===== config.mk =====
export PLATFORM = sky130hd
export DESIGN_NAME = lec_event_counters
export DESIGN_NICKNAME = d
export VERILOG_FILES = /design/src/rtl/lec_pkg.sv /design/src/rtl/lec_slice_if.sv /design/src/rtl/lec_event_counters.sv /design/src/rtl/lec_event_slice.sv
export SDC_FILE = /design/constraint.sdc
export NUM_CORES = 2
export LEC_CHECK = 0
export BUFFER_PORTS_ARGS = -buffer_cell sky130_fd_sc_hd__clkbuf_2
export CAP_MARGIN = 20
export CORE_ASPECT_RATIO = 0.8
export CORE_UTILIZATION = 59
export DETAILED_ROUTE_END_ITERATION = 16
export PLACE_DENSITY_LB_ADDON = 0.3
export SYNTH_ARGS = -nofsm -noshare
export SYNTH_HDL_FRONTEND = slang
export SYNTH_HIERARCHICAL = 1
export SYNTH_SLANG_ARGS = --single-unit

===== constraint.sdc =====
create_clock -name sys_clk -period 4.3 [get_ports sys_clk]
set_input_delay 0.86 -clock sys_clk [delete_from_list [all_inputs] [get_ports sys_clk]]
set_output_delay 0.86 -clock sys_clk [all_outputs]
set_load 0.005 [all_outputs]

===== src/rtl/lec_pkg.sv =====
// Notes on behaviour
// - low half of each of the six event registers is a 32-bit counter
// - counter-read indices 18 to 25 return the low halves of all eight registers, latency control included, in address order
// - counter-read upper result half is always zero for these counters
// - four classes: inbound queue, snoop queue, external bus, latency
// - inbound queue registers: upper half qualifies, lower half counts
// - inbound queue counter runs only once its upper half is non-zero
// - snoop queue registers count low, run once upper half is non-zero
// - snoop queue counters count their event input while any upper qualification bit is set
// - bus data-ready registers count low, qualified by upper half
// - bus data-ready counter runs once an upper qualification bit is set
// - latency counter adds weighted cycles while control bit 26 is set
// - clearing control bit 26 stops latency accumulation, value held
// - latency counter is a full 64-bit accumulator
package lec_pkg;

   localparam int unsigned LEC_REGS     = 8;
   localparam int unsigned LEC_SLICES   = 6;
   localparam int unsigned LEC_HALF     = 32;
   localparam int unsigned LEC_WIDTH    = 64;
   localparam int unsigned LEC_WEIGHT_W = 16;

   // register addresses in the model-register space
   localparam logic [31:0] LEC_ADDR_IBQ0 = 32'h0001_07cc;
   localparam logic [31:0] LEC_ADDR_IBQ1 = 32'h0001_07cd;
   localparam logic [31:0] LEC_ADDR_SNQ0 = 32'h0001_07ce;
   localparam logic [31:0] LEC_ADDR_SNQ1 = 32'h0001_07cf;
   localparam logic [31:0] LEC_ADDR_BDR0 = 32'h0001_07d0;
   localparam logic [31:0] LEC_ADDR_BDR1 = 32'h0001_07d1;
   localparam logic [31:0] LEC_ADDR_LCTL = 32'h0001_07d2;
   localparam logic [31:0] LEC_ADDR_LCNT = 32'h0001_07d3;

   // register positions relative to the first address
   localparam logic [2:0] LEC_IDX_LCTL = 3'h6;
   localparam logic [2:0] LEC_IDX_LCNT = 3'h7;

   // counter-read index window
   localparam logic [31:0] LEC_PMC_FIRST = 32'h0000_0012;
   localparam logic [31:0] LEC_PMC_LAST  = 32'h0000_0019;

   // field positions
   localparam int unsigned LEC_LAT_EN_BIT = 26;

   // reset values (none documented, cleared)
   localparam logic [63:0] LEC_RST_WORD = 64'h0000_0000_0000_0000;
   localparam logic [31:0] LEC_PC_HI    = 32'h0000_0000;
   localparam logic [31:0] LEC_ONE      = 32'h0000_0001;

   typedef struct packed {
      logic [31:0] qual;
      logic [31:0] count;
   } lec_slice_state_type;

endpackage


===== src/rtl/lec_slice_if.sv =====
`timescale 1ns/1ns
interface lec_slice_if;
   logic        ld;
   logic [63:0] ld_data;
   logic        evt;
   logic [63:0] value;
   logic        armed;

   modport host (
      output ld,
      output ld_data,
      output evt,
      input  value,
      input  armed
   );
   modport slice (
      input  ld,
      input  ld_data,
      input  evt,
      output value,
      output armed
   );
endinterface


===== src/rtl/lec_event_counters.sv =====
`timescale 1ns/1ns
module lec_event_counters
   import lec_pkg::*;
(
   input  wire logic         sys_clk,
   input  wire logic         rst_b,
   input  wire logic [31:0]  mr_addr,
   input  wire logic         mr_rd,
   input  wire logic         mr_wr,
   input  wire logic [63:0]  mr_wdata,
   output logic      [63:0]  mr_rdata,
   output logic              mr_ack,
   output logic              mr_err,
   input  wire logic         pc_rd,
   input  wire logic [31:0]  pc_index,
   output logic      [31:0]  pc_rdata_lo,
   output logic      [31:0]  pc_rdata_hi,
   output logic              pc_ack,
   output logic              pc_err,
   input  wire logic [1:0]   inbound_bus_queue_event,
   input  wire logic [1:0]   snoop_queue_event,
   input  wire logic [1:0]   external_bus_event,
   input  wire logic [15:0]  lat_weight,
   output logic      [191:0] ev_qual,
   output logic      [5:0]   ev_armed,
   output logic              lat_active
);

   typedef struct packed {
      logic [63:0] lat_ctl;
      logic [63:0] lat_cnt;
      logic [63:0] mr_rdata;
      logic        mr_ack;
      logic        mr_err;
      logic [31:0] pc_lo;
      logic        pc_ack;
      logic        pc_err;
   } lec_top_state_type;

   lec_top_state_type st_reg;
   lec_top_state_type st_next;

   logic [63:0] reg_view [LEC_REGS];
   logic [5:0]  ev_in;
   logic [5:0]  slice_ld;
   logic        mr_hit;
   logic [2:0]  mr_off;
   logic        pc_hit;
   logic [2:0]  pc_off;
   logic [31:0] mr_delta;
   logic [31:0] pc_delta;

   // events in address order: two inbound, two snoop, two bus
   assign ev_in = {external_bus_event,
                   snoop_queue_event,
                   inbound_bus_queue_event};

   // address window decode; anything outside answers with an error
   assign mr_delta = mr_addr - LEC_ADDR_IBQ0;
   assign mr_hit   = (mr_addr >= LEC_ADDR_IBQ0) &&
                     (mr_addr <= LEC_ADDR_LCNT);
   assign mr_off   = mr_delta[2:0];

   // counter-read index window, mapped back onto register order
   assign pc_delta = pc_index - LEC_PMC_FIRST;
   assign pc_hit   = (pc_index >= LEC_PMC_FIRST) &&
                     (pc_index <= LEC_PMC_LAST);
   assign pc_off   = pc_delta[2:0];

   lec_slice_if sif [LEC_SLICES] ();

   // one counter slice per qualified event register
   genvar gi;
   generate
      for (gi = 0; gi < LEC_SLICES; gi++) begin : g_slice
         assign slice_ld[gi] = mr_wr && mr_hit &&
                               (mr_off == 3'(gi));
         assign sif[gi].ld      = slice_ld[gi];
         assign sif[gi].ld_data = mr_wdata;
         assign sif[gi].evt     = ev_in[gi];
         assign reg_view[gi]    = sif[gi].value;
         assign ev_armed[gi]    = sif[gi].armed;
         assign ev_qual[gi*LEC_HALF +: LEC_HALF] =
            sif[gi].value[63:32];

         lec_event_slice u_slice (
            .sys_clk (sys_clk),
            .rst_b   (rst_b),
            .sif     (sif[gi])
         );
      end
   endgenerate

   // latency pair completes the eight-register view
   assign reg_view[LEC_IDX_LCTL] = st_reg.lat_ctl;
   assign reg_view[LEC_IDX_LCNT] = st_reg.lat_cnt;

   // next-state: latency pair, register answers, counter-read answers
   always_comb begin
      st_next        = st_reg;
      st_next.mr_ack = 1'b0;
      st_next.mr_err = 1'b0;
      st_next.pc_ack = 1'b0;
      st_next.pc_err = 1'b0;

      // latency accumulation only while the enable bit is set;
      // once cleared the sum simply holds
      if (st_reg.lat_ctl[LEC_LAT_EN_BIT]) begin
         st_next.lat_cnt = st_reg.lat_cnt +
                           {48'h0000_0000_0000, lat_weight};
      end

      // full-word writes; a write to the counter beats accumulation
      if (mr_wr && mr_hit) begin
         if (mr_off == LEC_IDX_LCTL) begin
            st_next.lat_ctl = mr_wdata;
         end
         if (mr_off == LEC_IDX_LCNT) begin
            st_next.lat_cnt = mr_wdata;
         end
      end

      // every request is answered once, a cycle later; a write in
      // the same cycle as a read wins and the read data is not updated
      if (mr_rd || mr_wr) begin
         st_next.mr_ack = 1'b1;
         st_next.mr_err = !mr_hit;
         if (mr_rd && !mr_wr) begin
            if (mr_hit) begin
               st_next.mr_rdata = reg_view[mr_off];
            end else begin
               st_next.mr_rdata = LEC_RST_WORD;
            end
         end
      end

      // counter read returns only the low half; unknown index errors
      if (pc_rd) begin
         st_next.pc_ack = 1'b1;
         st_next.pc_err = !pc_hit;
         if (pc_hit) begin
            st_next.pc_lo = reg_view[pc_off][31:0];
         end else begin
            st_next.pc_lo = LEC_PC_HI;
         end
      end
   end

   // single registered state copy
   always_ff @(posedge sys_clk) begin
      if (!rst_b) begin
         st_reg <= '0;
      end else begin
         st_reg <= st_next;
      end
   end

   assign mr_rdata    = st_reg.mr_rdata;
   assign mr_ack      = st_reg.mr_ack;
   assign mr_err      = st_reg.mr_err;
   assign pc_rdata_lo = st_reg.pc_lo;
   assign pc_rdata_hi = LEC_PC_HI;
   assign pc_ack      = st_reg.pc_ack;
   assign pc_err      = st_reg.pc_err;
   assign lat_active  = st_reg.lat_ctl[LEC_LAT_EN_BIT];
endmodule


===== src/rtl/lec_event_slice.sv =====
`timescale 1ns/1ns
module lec_event_slice
   import lec_pkg::*;
(
   input wire logic   sys_clk,
   input wire logic   rst_b,
   lec_slice_if.slice sif
);

   lec_slice_state_type s_reg;
   lec_slice_state_type s_next;

   // a counter is armed by any set bit of its qualification half
   always_comb begin
      s_next = s_reg;
      if (sif.ld) begin
         s_next = sif.ld_data;
      end else if ((|s_reg.qual) && sif.evt) begin
         s_next.count = s_reg.count + LEC_ONE;
      end
   end

   // write beats a same-cycle event: software load must land exactly
   always_ff @(posedge sys_clk) begin
      if (!rst_b) begin
         s_reg <= LEC_RST_WORD;
      end else begin
         s_reg <= s_next;
      end
   end

   // qualification half stays visible for the event logic outside
   assign sif.value = s_reg;
   assign sif.armed = |s_reg.qual;
endmodule


==> impl_metrics.yaml <==
place:
  io_buffers: 453
  placed_cell_area_mm2: 0.0379
  dp_slack_ns: 0.343
  gp_congestion: 1.04
  hpwl_mm: 96.5
logic_synthesis:
  seq_area_frac_synth: 0.343
  yosysWarnings: 6
  postSynthAreaPerCell_um2: 9.48
  synthCells: 3762
  synth_edf_count: 0
  ys_top_cells_by_area: "dfxtp_1 (34%), mux4_2 (11%), mux2i_1 (6.9%), a21oi_1 (4.1%), o21ai_0 (4.1%)"
  synth_top_area_frac: 0.343
  synthFlopType: "dfxtp_1"
  yosysTopAreaCell: "dfxtp_1"
  synth_seq_cells: 612
  async_flop_share: 0
  synth.cell_area_mm2: 0.0357
  synth_cell_types: 87
critical_path:
  max_stage_delay_ns: 0.71
  slowest_stage: "nor4_1"
  crit_fanout: 22
  cp.arrival_ns: 2.69
  start_kind: "flop"
  path_class: "reg2out"
  cp-end-kind: "primary output"
  worstPathRequired_ns: 3.44
  cp_cell_sequence: "nor4_1 > nand4_2 > buf_4 > or2_2 > clkbuf_2"
routing:
  antenna_left: 0
  drc: 0
  met1_length_mm: 51.9
  wl_per_cell_um: 27.2
  wl_met3_mm: 23.3
  vias: 33300
  drt_iter0_markers: 5088
  dr.pass1.iters: 8
  avgViaCountPerCell: 6.84
  wl_mm: 132
  wl_met2_mm: 53.3
  dr.max_layer_used: "met5"
sta:
  min_period_ns: 3.55
  fin_skew_ns: 0.0269
  holdWs_ns: 0.447
  slew_viol_final: 0
  slew_headroom: 0.252
  max_freq_ghz: 0.281
  finalCritPeriodShare: 0.826
  timing.final.ws_setup_ns: 0.747
  setup_viol: 0
  tightestPinTransition_ns: 1.11
  tns_ns: 0
  rsz0062_at_grt: "false"
  hold_viol_final: 0
run:
  maxCapViolCount: 0
cts:
  cts-root-buf: "clkbuf_16"
  cts_resized: 0
  clk_latency_ns: 0.62
  path_clk_slew_ns: 0.06
  clkSinkCount: 612
  numCtsBuffers: 66
  cts_tree: "built"
  postCtsSetupRepairBufs: 0
  holdBufCountCts: 0
  htree_levels: 3
  clockBufferDepth: 3
power:
  irDropWorstVdd_mv: 0.250
  leakagePower_uw: 0.0143
  cellPowerDensity_mw_per_mm2: 305
global_routing:
  grt_usage: 0.415
  first_global_vias: 29800
  grt_pass1_wl_mm: 194
  grt_max_degree: 171
  antenna_found_initial: 7
  gr-total-overflow: 0
finish:
  area_growth_syn_to_layout_pct: 12.2
  final_cell_area_mm2: 0.0400
  drive_gt1_frac: 0.245
  postLayoutCoreUtil: 0.671
  nets: 4212
min_path:
  hold_class: "reg2reg"
floorplan:
  dieHeight_um: 222
  row_count: 80
  die_width_um: 277
  ios: 486
  dieArea_mm2: 0.0615
  initial_core_util: 0.598
  core_area_mm2: 0.0597
status:
  outcome: "complete, no violations"
[metrics by stage]
stage / total power [µW] / cells
final: 12200 / 4865
after global routing: 12500 / 4863
after CTS: 12200 / 4862
after detailed placement: 6500 / 4745
after global placement: 6500 / 4745
after floorplan: 6210 / 3793
[kinds of logic (layout without fill, tap and decap cells)]
logic type / after synthesis / count (layout) / share of synthesized area
buffers and inverters: 382 / 672 / 0.0579
AO/OA/AOI/OAI: 942 / 942 / 0.165
adder cells (fa/ha/maj): 23 / 23 / 0.00828
other: 1 / 35 / 0.000105
multiplexers: 503 / 503 / 0.206
flip-flops: 612 / 612 / 0.343
AND/OR/NAND/NOR: 1173 / 1173 / 0.188
XOR/XNOR: 126 / 126 / 0.0309
[cell usage after synthesis (all sizes together) (24+ instances only)]
cell type	n
xor2	94
mux2i	245
inv	37
nor3	32
a311oi	32
buf	140
o211ai	32
dfxtp	612
a211oi	30
nor2	115
or3	74
a31oi	72
o21ai	304
o2111ai	82
nor4	62
o31ai	30
or4	40
and3	52
nor2b	198
nand4	66
xnor2	32
nand3	155
clkbuf	181
a21oi	293
mux4	177
mux2	81
nand2	294
nand2b	24
[report_power, final]
part	total, µW	leakage, µW	internal (µW)	switching, µW
combinational	737	0.00827	227	510
clock	5810	0.00107	3340	2470
sequential	5670	0.00493	5670	0.656
total	12200	0.0143	9240	2980
[per-layer routing]
metal,up-vias,track usage
li1,14600,-
met1,16000,0.595
met2,2417,0.566
met3,256,0.175
met4,2,0.113
met5,-,0
[registers in the layout, summed over array words and instances, names as in the netlist]
register	flops
g_slice.u_slice/sif.value	384
reg_view	127
mr_rdata	64
pc_rdata_lo	32
lat_active	1
mr_ack	1
mr_err	1
pc_ack	1
pc_err	1
[path summary, 6_finish.rpt]
path	start	end	slack, ns	cells after the start
max	g_slice[2].u_slice/sif.value[37]	ev_armed[2]	0.75	5
min	reg_view[110]	reg_view[110]	0.45	2
max reg2reg	reg_view[9]	reg_view[20]	1.16	7
min reg2reg	reg_view[110]	reg_view[110]	0.45	2
[cell usage in the layout (no fill, tap or decap), drive strengths merged, types with 81 or more instances in the layout]
cell type,n
a21oi,293
clkbuf,544
dfxtp,612
mux2,81
mux2i,245
mux4,177
nand2,294
nand3,155
nor2,115
nor2b,198
o2111ai,82
o21ai,304
xor2,94
[final cells by class]
type | count | area, µm²
Antenna cell | 3 | 7.51
Clock buffer | 96 | 1950
Clock inverter | 21 | 224
Fill cell | 4794 | 19600
Inverter | 37 | 144
Multi-Input combinational cell | 2799 | 21600
Sequential cell | 612 | 12300
Tap cell | 779 | 975
Timing Repair Buffer | 518 | 2930
[critical path: cells and delay by family, from the launching register on]
family	cells	cell delay, ns
and+or+nand+nor	3	1.29
buffers and inverters	2	0.42
DFF	1	0.35
Note: power is estimated with default switching activity, not from simulation.
